[config.mk]
export PLATFORM = sky130hd
export DESIGN_NAME = dmc_top
export DESIGN_NICKNAME = d
export VERILOG_FILES = /design/src/verilog/dmc_pkg.sv /design/src/verilog/dmc_top.sv
export SDC_FILE = /design/constraint.sdc
export NUM_CORES = 2
export LEC_CHECK = 0
export BUFFER_PORTS_ARGS = -buffer_cell sky130_fd_sc_hd__buf_2
export CAP_MARGIN = 20
export CELL_PAD_IN_SITES_DETAIL_PLACEMENT = 2
export CELL_PAD_IN_SITES_GLOBAL_PLACEMENT = 2
export CORE_MARGIN = 4
export CORE_UTILIZATION = 51
export CTS_CLUSTER_SIZE = 8
export DETAILED_ROUTE_END_ITERATION = 8
export GPL_TIMING_DRIVEN = 0
export HOLD_SLACK_MARGIN = 0.03
export PLACE_DENSITY = 0.91
export SLEW_MARGIN = 20
export SYNTH_ARGS = -nofsm -noshare
export SYNTH_HDL_FRONTEND = slang
export SYNTH_SLANG_ARGS = --single-unit
[constraint.sdc]
create_clock -name clk -period 13.4 [get_ports clk]
set_input_delay 0.67 -clock clk [delete_from_list [all_inputs] [get_ports clk]]
set_output_delay 0.67 -clock clk [all_outputs]
set_load 0.01 [all_outputs]
[src/verilog/dmc_pkg.sv]
// Constants for the DDC mode configuration block: register indices,
// field positions, reset values, stage codes and buffer sizing.
// Assumes an APB register port with 32-bit data, one register per word.
`default_nettype none

package dmc_pkg;

  // ---------------------------------------------------------------------
  // Register indices (byte address is four times the index).
  // ---------------------------------------------------------------------
  localparam int          NREG              = 14;
  localparam int          NDDC              = 2;
  localparam logic [11:0] IDX_DDC_SEL       = 12'h200;
  localparam logic [11:0] IDX_CHIP_DEC      = 12'h201;
  localparam logic [11:0] IDX_D0_CTRL       = 12'h310;
  localparam logic [11:0] IDX_D0_ROUTE      = 12'h311;
  localparam logic [11:0] IDX_D0_TUNE_A     = 12'h314;
  localparam logic [11:0] IDX_D0_TUNE_B     = 12'h315;
  localparam logic [11:0] IDX_D0_PHASE_A    = 12'h320;
  localparam logic [11:0] IDX_D0_PHASE_B    = 12'h321;
  localparam logic [11:0] IDX_D1_CTRL       = 12'h330;
  localparam logic [11:0] IDX_D1_ROUTE      = 12'h331;
  localparam logic [11:0] IDX_D1_TUNE_A     = 12'h334;
  localparam logic [11:0] IDX_D1_TUNE_B     = 12'h335;
  localparam logic [11:0] IDX_D1_PHASE_A    = 12'h340;
  localparam logic [11:0] IDX_D1_PHASE_B    = 12'h341;
  localparam logic [11:0] IDX_STATUS        = 12'h3F0;
  localparam logic [11:0] REG_IDX [NREG]    = '{IDX_DDC_SEL, IDX_CHIP_DEC,
    IDX_D0_CTRL, IDX_D0_ROUTE, IDX_D0_TUNE_A, IDX_D0_TUNE_B, IDX_D0_PHASE_A,
    IDX_D0_PHASE_B, IDX_D1_CTRL, IDX_D1_ROUTE, IDX_D1_TUNE_A, IDX_D1_TUNE_B,
    IDX_D1_PHASE_A, IDX_D1_PHASE_B};

  // ---------------------------------------------------------------------
  // Storage slots and reset values.
  // ---------------------------------------------------------------------
  localparam int          SLOT_DDC_SEL      = 0;
  localparam int          SLOT_CHIP_DEC     = 1;
  localparam int          SLOT_DDC_BASE     = 2;
  localparam int          SLOT_STRIDE       = 6;
  localparam int          OFS_CTRL          = 0;
  localparam int          OFS_ROUTE         = 1;
  localparam logic [7:0]  RST_VAL [NREG]    = '{8'h00, 8'h00, 8'h00, 8'h00,
    8'h00, 8'h00, 8'h00, 8'h00, 8'h00, 8'h00, 8'h00, 8'h00, 8'h00, 8'h00};

  // ---------------------------------------------------------------------
  // Field positions and codes.
  // ---------------------------------------------------------------------
  localparam int          SEL_CNT_LSB       = 0;
  localparam int          SEL_IONLY_BIT     = 5;
  localparam logic [1:0]  CNT_NONE          = 2'h0;
  localparam int          CTRL_MIX_BIT      = 7;
  localparam int          CTRL_GAIN_BIT     = 6;
  localparam int          CTRL_REAL_BIT     = 3;
  localparam int          CTRL_HB_LSB       = 0;
  localparam logic [1:0]  HB_SEL_X4         = 2'h0;
  localparam logic [1:0]  HB_SEL_X8         = 2'h1;
  localparam logic [1:0]  HB_SEL_X16        = 2'h2;
  localparam logic [1:0]  HB_SEL_X2         = 2'h3;
  localparam int          ROUTE_I_BIT       = 0;
  localparam int          ROUTE_Q_BIT       = 2;
  localparam int          DEC_CODE_W        = 3;
  localparam logic [7:0]  DEC_ONE           = 8'h01;

  // ---------------------------------------------------------------------
  // Status word layout and buffer sizing.
  // ---------------------------------------------------------------------
  localparam int          STS_VCONV_LSB     = 0;
  localparam int          STS_HB0_LSB       = 4;
  localparam int          STS_HB1_LSB       = 8;
  localparam int          STS_MIX_LSB       = 12;
  localparam int          STS_LEVEL_LSB     = 16;
  localparam int          STS_RATIO_LSB     = 24;
  localparam int          FIFO_DEPTH        = 16;
  localparam int          FIFO_MARGIN       = 4;

endpackage

`default_nettype wire

[src/verilog/dmc_top.sv]
// DDC mode configuration: APB register file, per-DDC decode, sample
// routing, gain, chip decimation and a 16-word output buffer.
// Assumes both converter sample streams arrive on clk, already aligned.
//
// Functional notes
// Selection 0x02 enables two DDCs with complex I/Q; four virtual converters.
// Selection 0x22 enables two DDCs, I path only; two virtual converters.
// Chip decimation value 0x02 sets overall output decimation to four.
// Control 0x80: complex mixer, 0 dB, complex output, second+final stages.
// Control 0x89: complex mixer, 0 dB, real output, third+second+final stages.
// Control 0x49: real mixer, 6 dB, real output, third+second+final stages.
// Control 0x40: real mixer, 6 dB, complex output, second+final stages.
// Routing 0x04 takes I from converter A and Q from converter B.
// Routing 0x00 on the first DDC takes I and Q from converter A.
// Routing 0x05 on the second DDC takes I and Q from converter B.
// Software loads first DDC tuning and phase words at 0x314/0x315/0x320/0x321.
// Software loads second DDC tuning and phase words at 0x334/0x335/0x340/0x341.
// The final half-band stage stays active in every configuration.
//
// Added by the designer: the APB interface to the registers.
`timescale 1ns/10ps
`default_nettype none

// -----------------------------------------------------------------------
// Output buffer with a registered head word.
// -----------------------------------------------------------------------
module dmc_fifo #(
  parameter int W     = 64,
  parameter int DEPTH = 16
) (
  input  wire logic                       clk,      // System clock.
  input  wire logic                       nrst,     // Async reset, low.
  input  wire logic                       in_valid, // Word offered.
  output logic                            in_ready, // Room in storage.
  input  wire logic [W-1:0]               in_data,  // Word written.
  output logic                            out_valid,// Head word valid.
  input  wire logic                       out_ready,// Drain accepts.
  output logic [W-1:0]                    out_data, // Head word.
  output logic [$clog2(DEPTH+2)-1:0]      level,    // Words held.
  output logic                            full,     // Storage full.
  output logic                            empty     // Nothing held.
);
  localparam int AW = $clog2(DEPTH);
  localparam int CW = $clog2(DEPTH+1);
  localparam int LW = $clog2(DEPTH+2);

  logic [W-1:0]  mem_r [DEPTH];
  logic [AW-1:0] wr_ptr_r;
  logic [AW-1:0] rd_ptr_r;
  logic [CW-1:0] cnt_r;
  logic          ov_r;
  logic [W-1:0]  od_r;
  wire           push;
  wire           load;

  // Storage is written only with room, and the head reloads when free.
  assign full      = (cnt_r == CW'(DEPTH));
  assign in_ready  = ~full;
  assign push      = in_valid & ~full;
  assign load      = (~ov_r | out_ready) & (cnt_r != '0);
  assign out_valid = ov_r;
  assign out_data  = od_r;
  assign level     = LW'(cnt_r) + LW'(ov_r);
  assign empty     = (level == '0);

  // Pointer and count bookkeeping.
  always_ff @(posedge clk or negedge nrst) begin
    if (!nrst) begin
      wr_ptr_r <= '0;
      rd_ptr_r <= '0;
      cnt_r    <= '0;
    end else begin
      wr_ptr_r <= push ? AW'(wr_ptr_r + 1'b1) : wr_ptr_r;
      rd_ptr_r <= load ? AW'(rd_ptr_r + 1'b1) : rd_ptr_r;
      cnt_r    <= cnt_r + CW'(push) - CW'(load);
    end
  end

  // Memory cells carry no reset; pointers, count and head stage are reset.
  always_ff @(posedge clk) begin
    if (push) begin
      mem_r[wr_ptr_r] <= in_data;
    end
  end

  // Registered head word keeps the drain side glitch free.
  always_ff @(posedge clk or negedge nrst) begin
    if (!nrst) begin
      ov_r <= 1'b0;
      od_r <= '0;
    end else begin
      ov_r <= load | (ov_r & ~out_ready);
      od_r <= load ? mem_r[rd_ptr_r] : od_r;
    end
  end
endmodule // dmc_fifo

// -----------------------------------------------------------------------
// Top level.
// -----------------------------------------------------------------------
module dmc_top #(
  parameter int SW = 16                          // Sample width.
) (
  input  wire logic              clk,            // 100 MHz system clock.
  input  wire logic              nrst,           // Async reset, low.
  input  wire logic              psel,           // APB select.
  input  wire logic              penable,        // APB access phase.
  input  wire logic              pwrite,         // APB write.
  input  wire logic [13:0]       paddr,          // APB byte address.
  input  wire logic [31:0]       pwdata,         // APB write data.
  output logic      [31:0]       prdata,         // APB read data.
  output logic                   pready,         // APB ready.
  output logic                   pslverr,        // APB error.
  input  wire logic [SW-1:0]     adc_a,          // Converter A sample.
  input  wire logic [SW-1:0]     adc_b,          // Converter B sample.
  input  wire logic              adc_valid,      // Sample pair valid.
  output logic                   adc_ready,      // Block accepts samples.
  output logic                   out_valid,      // Output word valid.
  output logic [4*SW-1:0]        out_data,       // {q1,i1,q0,i0}.
  input  wire logic              out_ready       // Sink accepts word.
);
  localparam int LW = $clog2(dmc_pkg::FIFO_DEPTH+2);
  localparam logic [LW-1:0] RDY_LIMIT =
    LW'(dmc_pkg::FIFO_DEPTH + 2 - dmc_pkg::FIFO_MARGIN);

  // ---------------------------------------------------------------------
  // Register file and APB slave.
  // ---------------------------------------------------------------------
  logic [7:0]             regs_r [dmc_pkg::NREG];
  logic [31:0]            prdata_r;
  logic                   pready_r;
  logic                   pslverr_r;
  wire  [11:0]            idx;
  wire  [dmc_pkg::NREG-1:0] slot_match;
  logic [3:0]             slot;
  wire                    hit_any;
  wire                    sts_hit;
  wire                    setup;
  wire                    wr_go;
  wire  [31:0]            rd_word;
  wire  [31:0]            status;

  // Word index of the access; the two low address bits are ignored.
  assign idx     = paddr[13:2];
  assign sts_hit = (idx == dmc_pkg::IDX_STATUS);
  assign hit_any = |slot_match;
  assign setup   = psel & ~penable;
  assign wr_go   = psel & penable & pready_r & pwrite & hit_any;

  genvar k;
  generate
    for (k = 0; k < dmc_pkg::NREG; k++) begin : g_match
      assign slot_match[k] = (idx == dmc_pkg::REG_IDX[k]);
    end
  endgenerate

  // One-hot match turned into a storage slot number.
  always_comb begin
    slot = 4'h0;
    for (int j = 0; j < dmc_pkg::NREG; j++) begin
      if (slot_match[j]) begin
        slot = 4'(j);
      end
    end
  end

  // Unmapped words read as zero; the status word is read only.
  assign rd_word = sts_hit ? status :
                   hit_any ? {24'h00_0000, regs_r[slot]} : 32'h0000_0000;

  // Answer is prepared during setup so pready is high in the access cycle.
  always_ff @(posedge clk or negedge nrst) begin
    if (!nrst) begin
      pready_r  <= 1'b0;
      prdata_r  <= 32'h0000_0000;
      pslverr_r <= 1'b0;
    end else begin
      pready_r  <= setup;
      prdata_r  <= (setup & ~pwrite) ? rd_word : 32'h0000_0000;
      pslverr_r <= setup & ~(hit_any | (sts_hit & ~pwrite));
    end
  end

  // Configuration storage, tuning and phase words included.
  always_ff @(posedge clk or negedge nrst) begin
    if (!nrst) begin
      for (int j = 0; j < dmc_pkg::NREG; j++) begin
        regs_r[j] <= dmc_pkg::RST_VAL[j];
      end
    end else begin
      for (int j = 0; j < dmc_pkg::NREG; j++) begin
        if (wr_go && slot_match[j]) begin
          regs_r[j] <= pwdata[7:0];
        end
      end
    end
  end

  assign prdata  = prdata_r;
  assign pready  = pready_r;
  assign pslverr = pslverr_r;

  // ---------------------------------------------------------------------
  // Chip level decode.
  // ---------------------------------------------------------------------
  wire [7:0] sel_reg;
  wire [7:0] dec_reg;
  wire [1:0] ddc_cnt;
  wire       i_only;
  wire [7:0] ratio;
  wire [3:0] vconv;

  assign sel_reg = regs_r[dmc_pkg::SLOT_DDC_SEL];
  assign dec_reg = regs_r[dmc_pkg::SLOT_CHIP_DEC];
  assign ddc_cnt = sel_reg[dmc_pkg::SEL_CNT_LSB +: 2];
  assign i_only  = sel_reg[dmc_pkg::SEL_IONLY_BIT];
  // Ratio is two to the power of the code, so 0x02 gives four.
  assign ratio   = dmc_pkg::DEC_ONE << dec_reg[dmc_pkg::DEC_CODE_W-1:0];
  // Virtual converters: two to the power of (DDC count - 1), so count 3 gives four; doubled unless I-only mode is selected.
  assign vconv   = (ddc_cnt == dmc_pkg::CNT_NONE) ? 4'h0 :
                   (4'h1 << (ddc_cnt - 2'h1)) << (i_only ? 1'b0 : 1'b1);

  // ---------------------------------------------------------------------
  // Per-DDC decode, routing and gain.
  // ---------------------------------------------------------------------
  wire [2*SW-1:0] ddc_word [dmc_pkg::NDDC];
  wire [3:0]      hb_en    [dmc_pkg::NDDC];
  wire            mix_cplx [dmc_pkg::NDDC];

  generate
    for (k = 0; k < dmc_pkg::NDDC; k++) begin : g_ddc
      localparam int BASE = dmc_pkg::SLOT_DDC_BASE + k*dmc_pkg::SLOT_STRIDE;
      wire [7:0]    ctrl;
      wire [7:0]    route;
      wire [1:0]    hb_sel;
      wire          en;
      wire          gain6;
      wire          real_out;
      wire          q_keep;
      wire [SW-1:0] i_in;
      wire [SW-1:0] q_in;
      wire [SW-1:0] i_g;
      wire [SW-1:0] q_g;

      assign ctrl     = regs_r[BASE + dmc_pkg::OFS_CTRL];
      assign route    = regs_r[BASE + dmc_pkg::OFS_ROUTE];
      assign en       = (ddc_cnt > 2'(k));
      // Bit 7 picks the complex mixer, bit 6 the 6 dB gain.
      assign mix_cplx[k] = ctrl[dmc_pkg::CTRL_MIX_BIT];
      assign gain6    = ctrl[dmc_pkg::CTRL_GAIN_BIT];
      assign real_out = ctrl[dmc_pkg::CTRL_REAL_BIT];
      assign hb_sel   = ctrl[dmc_pkg::CTRL_HB_LSB +: 2];
      // Stage enables {third..final style order: 3=fourth,2=third,1=second,0=final}.
      assign hb_en[k][0] = 1'b1;
      assign hb_en[k][1] = (hb_sel != dmc_pkg::HB_SEL_X2);
      assign hb_en[k][2] = (hb_sel == dmc_pkg::HB_SEL_X8) |
                           (hb_sel == dmc_pkg::HB_SEL_X16);
      assign hb_en[k][3] = (hb_sel == dmc_pkg::HB_SEL_X16);

      // Input routing: bit 0 steers I, bit 2 steers Q to converter B.
      assign i_in = route[dmc_pkg::ROUTE_I_BIT] ? adc_b : adc_a;
      // A real mixer has no quadrature input, so its Q branch reuses I.
      assign q_in = ~mix_cplx[k] ? i_in :
                    route[dmc_pkg::ROUTE_Q_BIT] ? adc_b : adc_a;

      // The 6 dB step doubles the sample and saturates instead of wrapping.
      assign i_g = ~gain6 ? i_in :
                   (i_in[SW-1] != i_in[SW-2]) ? {i_in[SW-1], {(SW-1){~i_in[SW-1]}}} :
                   {i_in[SW-2:0], 1'b0};
      assign q_g = ~gain6 ? q_in :
                   (q_in[SW-1] != q_in[SW-2]) ? {q_in[SW-1], {(SW-1){~q_in[SW-1]}}} :
                   {q_in[SW-2:0], 1'b0};

      // Q is dropped for real output, chip I-only mode or a disabled DDC.
      assign q_keep      = en & ~real_out & ~i_only;
      assign ddc_word[k] = {q_keep ? q_g : {SW{1'b0}}, en ? i_g : {SW{1'b0}}};
    end
  endgenerate

  // ---------------------------------------------------------------------
  // Decimation, staging and output buffer.
  // ---------------------------------------------------------------------
  logic [7:0]      dec_cnt_r;
  logic            stg_valid_r;
  logic [4*SW-1:0] stg_data_r;
  logic            adc_ready_r;
  wire             acc;
  wire             keep;
  wire             fifo_in_ready;
  wire [LW-1:0]    fifo_level;

  assign acc  = adc_valid & adc_ready_r;
  assign keep = acc & (dec_cnt_r == 8'h00);

  // One accepted sample pair in every ratio is forwarded.
  always_ff @(posedge clk or negedge nrst) begin
    if (!nrst) begin
      dec_cnt_r <= 8'h00;
    end else if (acc) begin
      dec_cnt_r <= (dec_cnt_r >= ratio - 8'h01) ? 8'h00 : dec_cnt_r + 8'h01;
    end
  end

  // The stage holds its word while the buffer refuses it.
  always_ff @(posedge clk or negedge nrst) begin
    if (!nrst) begin
      stg_valid_r <= 1'b0;
      stg_data_r  <= '0;
    end else begin
      stg_valid_r <= keep | (stg_valid_r & ~fifo_in_ready);
      stg_data_r  <= keep ? {ddc_word[1], ddc_word[0]} : stg_data_r;
    end
  end

  // Ready is registered, so it drops with a margin for words in flight.
  always_ff @(posedge clk or negedge nrst) begin
    if (!nrst) begin
      adc_ready_r <= 1'b0;
    end else begin
      adc_ready_r <= (fifo_level < RDY_LIMIT);
    end
  end

  assign adc_ready = adc_ready_r;

  dmc_fifo #(
    .W     (4*SW),
    .DEPTH (dmc_pkg::FIFO_DEPTH)
  ) u_fifo (
    .clk       (clk),
    .nrst      (nrst),
    .in_valid  (stg_valid_r),
    .in_ready  (fifo_in_ready),
    .in_data   (stg_data_r),
    .out_valid (out_valid),
    .out_ready (out_ready),
    .out_data  (out_data),
    .level     (fifo_level),
    .full      (),
    .empty     ()
  );

  // ---------------------------------------------------------------------
  // Status word: decoded configuration and buffer fill.
  // ---------------------------------------------------------------------
  assign status = (32'(vconv)        << dmc_pkg::STS_VCONV_LSB) |
                  (32'(hb_en[0])     << dmc_pkg::STS_HB0_LSB)   |
                  (32'(hb_en[1])     << dmc_pkg::STS_HB1_LSB)   |
                  (32'({mix_cplx[1], mix_cplx[0]}) << dmc_pkg::STS_MIX_LSB) |
                  (32'(fifo_level)   << dmc_pkg::STS_LEVEL_LSB) |
                  (32'(ratio)        << dmc_pkg::STS_RATIO_LSB);
endmodule // dmc_top

`default_nettype wire

# Yosys cells after proc, flatten, opt, wreduce, memory -nomap -nowiden
# Memories as Yosys holds them, arrays and structs flattened. A register that Yosys moved wholly into a read port is not among the register bits.
# Cells that the tools add are included.
[word_totals]
ff_bits = 234
latchBits = 0
mem_bits_rw = 1024
romBits = 0
word_cells = 172
mem_count = 1
[op_classes]
add_sub_neg = 8
multipliers = 0
div_mod_pow = 0
order_cmp = 5
eq_ne = 26
shift = 3
n_mux = 42
n_bitwise = 43
n_reduce_logical = 19
[memory_table]
columns = ["name", "words", "width", "read_ports", "rd_ports_with_merged_regs", "wr", "line", "text"]
rows = [
  ["u_fifo.mem_r", 16, 64, 1, 1, 1, "dmc_top.sv:47", "logic [W-1:0] mem_r [DEPTH];"],
]
[ops]
columns = ["cell", "n"]
rows = [
  ["two-way mux 16 bit", 18],
  ["== test 12 x 10 -> 1 bit (second input constant)", 15],
  ["two-way mux 32 bit", 2],
  ["binary-select mux 8 bit (select 4 bit)", 1],
  ["two-way mux 4 bit", 8],
  ["two-way mux 8 bit", 4],
  ["bitwise OR 21 x 32 -> 32 bit", 1],
  ["bitwise OR 14 x 21 -> 21 bit", 1],
  ["bitwise AND 1 bit", 18],
  ["logical AND 1 bit", 14],
  ["bitwise OR 12 x 14 -> 14 bit", 1],
  ["OR reduction 14 bit", 1],
  ["NOT 1 bit", 13],
  ["bitwise OR 8 x 12 -> 12 bit", 1],
  ["adder 5 x 1 -> 5 bit", 2],
  ["two-way mux 3 bit", 3],
  ["adder 4 x 1 -> 4 bit (second input constant)", 2],
  ["adder 8 x 1 -> 8 bit (second input constant)", 1],
  ["greater-or-equal comparator 8 bit", 1],
  ["logical NOT 8 bit", 1],
  ["bitwise OR 4 x 8 -> 8 bit", 1],
  ["<< shifter 1 x 3 -> 8 bit (first input constant)", 1],
  ["subtractor 8 x 1 -> 8 bit (second input constant)", 1],
  ["bitwise OR 1 bit", 6],
  ["18 further kinds", 29],
]

# Depth between registers and ports, before layout
[logic_depth]
ltp_word = 21
depth_mapped = 17
mapped_depth_nobuf = 15

# Hierarchy
# Synthesis repeated with hierarchy kept, for this count alone.
[hier_totals]
cells_unflattened = 2934
hier_area_um2 = 52964.5
[by_module_without_submodules]
columns = ["module", "instances", "cells_each", "area_per_inst_um2", "seq_area_each_um2"]
rows = [
  ["dmc_fifo", 1, 1812, 41493.5, 32701.4],
  ["dmc_top", 1, 1122, 11471.0, 5380.2],
]

# Worst setup path after synthesis
# Ideal clock, no wire load.
[synth_path]
path_type = "flip-flop to flip-flop"
start = "register u_fifo.cnt_r[2]"
end = "memory u_fifo.mem_r[7][0], enable pin"
setup_ns = 0.565
arrival_time_ns = 5.745
t_required_ns = 12.835
slack_ns = 7.090
stages_incl_launch_ff = 8
path_buffers = 1
path_cell_list = "dfrtp_1 -> inv_1 -> ha_1 -> and3_1 -> nor2b_1 -> clkbuf_1 -> nand2_1 -> nor3_1"
[synth_between]
elab_chain_cells = 5
[synth_lines]
columns = ["element", "line", "text"]
rows = [
  ["from (decl)", "dmc_top.sv:50", "logic [CW-1:0] cnt_r;"],
  ["from (signal assigned)", "dmc_top.sv:75", "cnt_r <= cnt_r + CW'(push) - CW'(load);"],
  ["== test 5 bit", "dmc_top.sv:57", "assign full = (cnt_r == CW'(DEPTH));"],
  ["NOT 1 bit", "n/a", ""],
  ["bitwise AND 1 bit", "dmc_top.sv:59", "assign push = in_valid & ~full;"],
  ["named net u_fifo.push", "dmc_top.sv:53", "wire push;"],
  ["two-way mux 1 bit", "dmc_top.sv:81", "if (push) begin"],
  ["two-way mux 1 bit (implied by the code)", "dmc_top.sv:82", "mem_r[wr_ptr_r] <= in_data;"],
  ["to (decl)", "dmc_top.sv:47", ""],
]
# The timed path passes the listed nets, and every way through them passes these cells.

# Worst setup path after layout
[layout_path]
start = "register u_fifo.cnt_r[2]"
end = "register u_fifo.cnt_r[4]"
[layout_between]
elab_cells_between_ends = 7
cone_classes = "add/sub: 2; eq/ne: 1; bitwise: 3; reduce/logical: 1"
[layout_lines]
columns = ["element", "line", "text"]
rows = [
  ["nonzero test 5 bit", "dmc_top.sv:60", "assign load = (~ov_r | out_ready) & (cnt_r != '0);"],
  ["bitwise AND 1 bit", "dmc_top.sv:60", ""],
  ["named net u_fifo.load", "dmc_top.sv:54", "wire load;"],
  ["subtractor 5 x 1 -> 5 bit", "dmc_top.sv:75", ""],
]
# The timed path passes the listed nets, and every way through them passes these cells.
# A chain may end at the register's enable or synchronous reset.

==> reports/qor.csv <==
stage,metric,value,unit
cells_and_area,syn_to_final_growth,17.09,%
synthesis,synth_compound_area_frac,0.04121,
synthesis,ys_seq_area_frac,0.7131,
synthesis,synth_area_leaders,"edfxtp_1 (58%), dfrtp_1 (14%), mux4_2 (10%), mux2i_1 (3.8%), mux2_2 (2.6%)",
synthesis,avgSynthCellArea,17.17,sq um
synthesis,synthMuxAreaShare,0.1675,
synthesis,synth-adder-area-share,0.009043,
pwr,irDropWorstVdd,129.2,uV
clocking,cts_tree,done,
synthesis,synth_top_family_by_area,multiplexers,
die,core_area,103800,sq um
worst_setup_path,critical_path_arrival,6.59,ns
cells_and_area,fillers,8477,
detailed_routing,wl_per_cell,46.96,um
timing,relSlewSlack,0.1790,
global_routing,grt_antenna_before_repair,29,
cells_and_area,nets,3650,
clocking,cts.sinks,1317,
die,die_area,110000,sq um
cells_and_area,final_common_cell,edfxtp_1,
synthesis,synth-edff-count,1024,
placed_design,post-dp-hpwl,139900,um
clocking,clock-root-buffer,clkbuf_16,
die,row_count,118,
synthesis,async_flop_share,0.2225,
timing,grt_setup_unrepaired,false,
hold_path,holdCritPathClass,in -> reg,
clocking,cts_buffers,182,
pwr,p_total,11670,uW
synthesis,synth_cell_types,70,
global_routing,grt-ovfl-total,0,
timing,tightest_slew,1.232,ns
synthesis,yosys.area_share.simple,0.04765,
synthesis,synth_xor_area_frac,0.003280,
worst_setup_path,cp-end-kind,flop,
detailed_routing,vias,37290,
clocking,htree_levels,4,
timing,period_share,0.4441,
synthesis,ys_seq_elements,1317,
die,num_io_pins,185,
timing,period_needed,5.951,ns
global_routing,grt_usage,0.4303,
synthesis,syn-instance-count,3111,
status,outcome,"complete, no violations",
synthesis,synth_top_area_share,0.5758,
synthesis,syn_area,53410,sq um
placed_design,numPortBuffers,152,
cells_and_area,layout-drive-gt1-share,0.2356,
timing,fmaxAchievable,168.0,MHz
worst_setup_path,required,14.04,ns
clocking,clock_path_buffers,3,
cells_and_area,layout_common_cells,"edfxtp_1 (1024), nand2_1 (301), dfrtp_1 (293), mux4_2 (245), clkbuf_1 (244)",
timing,setup_viol,0,
global_routing,grt_max_degree,97,
cells_and_area,largest_reg_flops,1024,
detailed_routing,drc,0,
pwr,cellPowerDensity,186.6,nW/um^2
timing,hold_viol_final,0,
die,fp.dieW,331.6,um
global_routing,grt_pass1_vias,39040,
timing,setup_tns,0,ns
worst_setup_path,r2r_cells,17,
synthesis,ys_warn_count,0,
die,fp.dieH,331.6,um
clocking,post_cts_buffers,0,
cells_and_area,regMostFlops,u_fifo.mem_r,
cells_and_area,multiInputGateArea,14450,sq um
timing,clock_skew,0.06683,ns
detailed_routing,via_per_inst,7.347,
synthesis,synth_top_area_cell,edfxtp_1,
die,initial_core_util,0.5146,
worst_setup_path,critical_path_class,reg -> reg,
hold_path,hold_depth,2,
placed_design,placedCellCount,4721,
placed_design,place.gp.congestion,0.9234,
detailed_routing,wirelength,238400,um
worst_setup_path,start_kind,flop,
pwr,p_leak,0.02508,uW
synthesis,synthFlopType,edfxtp_1,
global_routing,grt_pass1_wl,331500,um
cells_and_area,finish.utilization,0.6025,
detailed_routing,final_antenna_net_count,0,
clocking,worst_skew_pair.late_latency,0.83,ns
timing,drv_slew,0,
worst_setup_path,cp_max_fo,10,
cells_and_area,final_cell_count_no_fill,5076,
detailed_routing,drtIter0Drc,6464,
job,cap_viol_max_count,0,
cells_and_area,seq_area,38080,sq um
detailed_routing,dr.pass1.iters,6,
clocking,clkTransAtPathRegs,0.05,ns
[critical path, cell delays in order, from the launching register on]
cell	delay [ns]
dfrtp_1	0.46
inv_1	0.16
ha_1	0.23
nand2_1	0.11
o21ai_0	0.92
clkbuf_2	0.72
clkinv_1	0.86
clkbuf_2	0.66
ha_1	0.45
inv_1	0.06
ha_1	0.17
inv_1	0.07
fa_1	0.44
inv_1	0.08
a21oi_1	0.07
nor2_1	0.09
nor2_1	0.06
xnor2_1	0.13
[per-stage QoR]
step / instance area (sq um) / worst slack (ns) / hold slack [ns]
after detailed placement: 57110 / 7.741 / 0.4731
after global placement: 55910 / 1.402 / 0.4528
after CTS: 62450 / 7.518 / 0.1055
after global routing: 62470 / 7.485 / 0.1114
final: 62530 / 7.449 / 0.1163
after floorplan: 53420 / 7.090 / 0.3744
[worst paths after layout]
check / start / to / slack (ns)
max reg2reg: u_fifo.cnt_r[2] / u_fifo.cnt_r[4] / 7.45
min: penable / pready / 0.12
min reg2reg: u_fifo.out_data[2] / u_fifo.out_data[2] / 0.49
max: u_fifo.cnt_r[2] / u_fifo.cnt_r[4] / 7.45
max in group asynchronous: nrst / regs_r[62] / 11.52
min in group asynchronous: nrst / u_fifo.out_data[41] / 0.44
[power breakdown]
part	leakage [uW]	total, uW	switching, uW	internal (uW)
sequential	0.0156	4620	128	4500
combinational	0.00700	2460	1660	799
clock	0.00253	4590	1980	2610
[metal layers]
metal	global-route usage	wire (um)
met4	0.2559	17270
met5	0	135
met2	0.6740	110900
met1	0.5413	81680
met3	0.1169	28440
[logic make-up (layout without fill, tap and decap cells)]
kind of cell               after synthesis  after routing
DFF                                   1317           1317
AOI/OAI and AO/OA                      367            367
buffers and inverters                  214            770
muxes                                  572            572
and+or+nand+nor                        581            581
other                                    2             31
xor gates and xnor gates                20             20
adders and majority gates               38             38
[cells in the mapped netlist (all sizes together) (2+ instances only)]
cell type,count
edfxtp,1024
nand2,305
dfrtp,293
mux4,245
mux2i,203
nor2,161
o21ai,131
a21oi,128
mux2,124
clkbuf,122
buf,51
o221ai,51
ha,37
inv,32
nor3,19
and2,17
nand2b,17
xnor2,16
a211oi,14
nor2b,13
nand3,10
o22ai,9
nand4,8
nor4,7
and3,6
dlygate4sd3,6
o32ai,6
or3,6
o31ai,5
xor2,4
a31oi,3
o211ai,3
a211o,2
a21o,2
a311oi,2
bufbuf,2
conb,2
nand4b,2
nor3b,2
o21a,2
or4b,2
[cell type report]
type | count | share of cell area
Tap cell | 1380 | 0.02761
Inverter | 33 | 0.001981
Clock buffer | 321 | 0.08338
Multi-Input combinational cell | 1584 | 0.2310
Sequential cell | 1317 | 0.6090
Timing Repair Buffer | 228 | 0.03043
Buffer | 181 | 0.01381
Clock inverter | 7 | 0.001781
Antenna cell | 25 | 0.001000
[what timing repair did]
item | CTS | global route
gates resized for setup | 0 | 0
hold buffers | 1 | 0
endpoints found under the hold margin | 49 | 0
(Power assumes the default switching activity.)
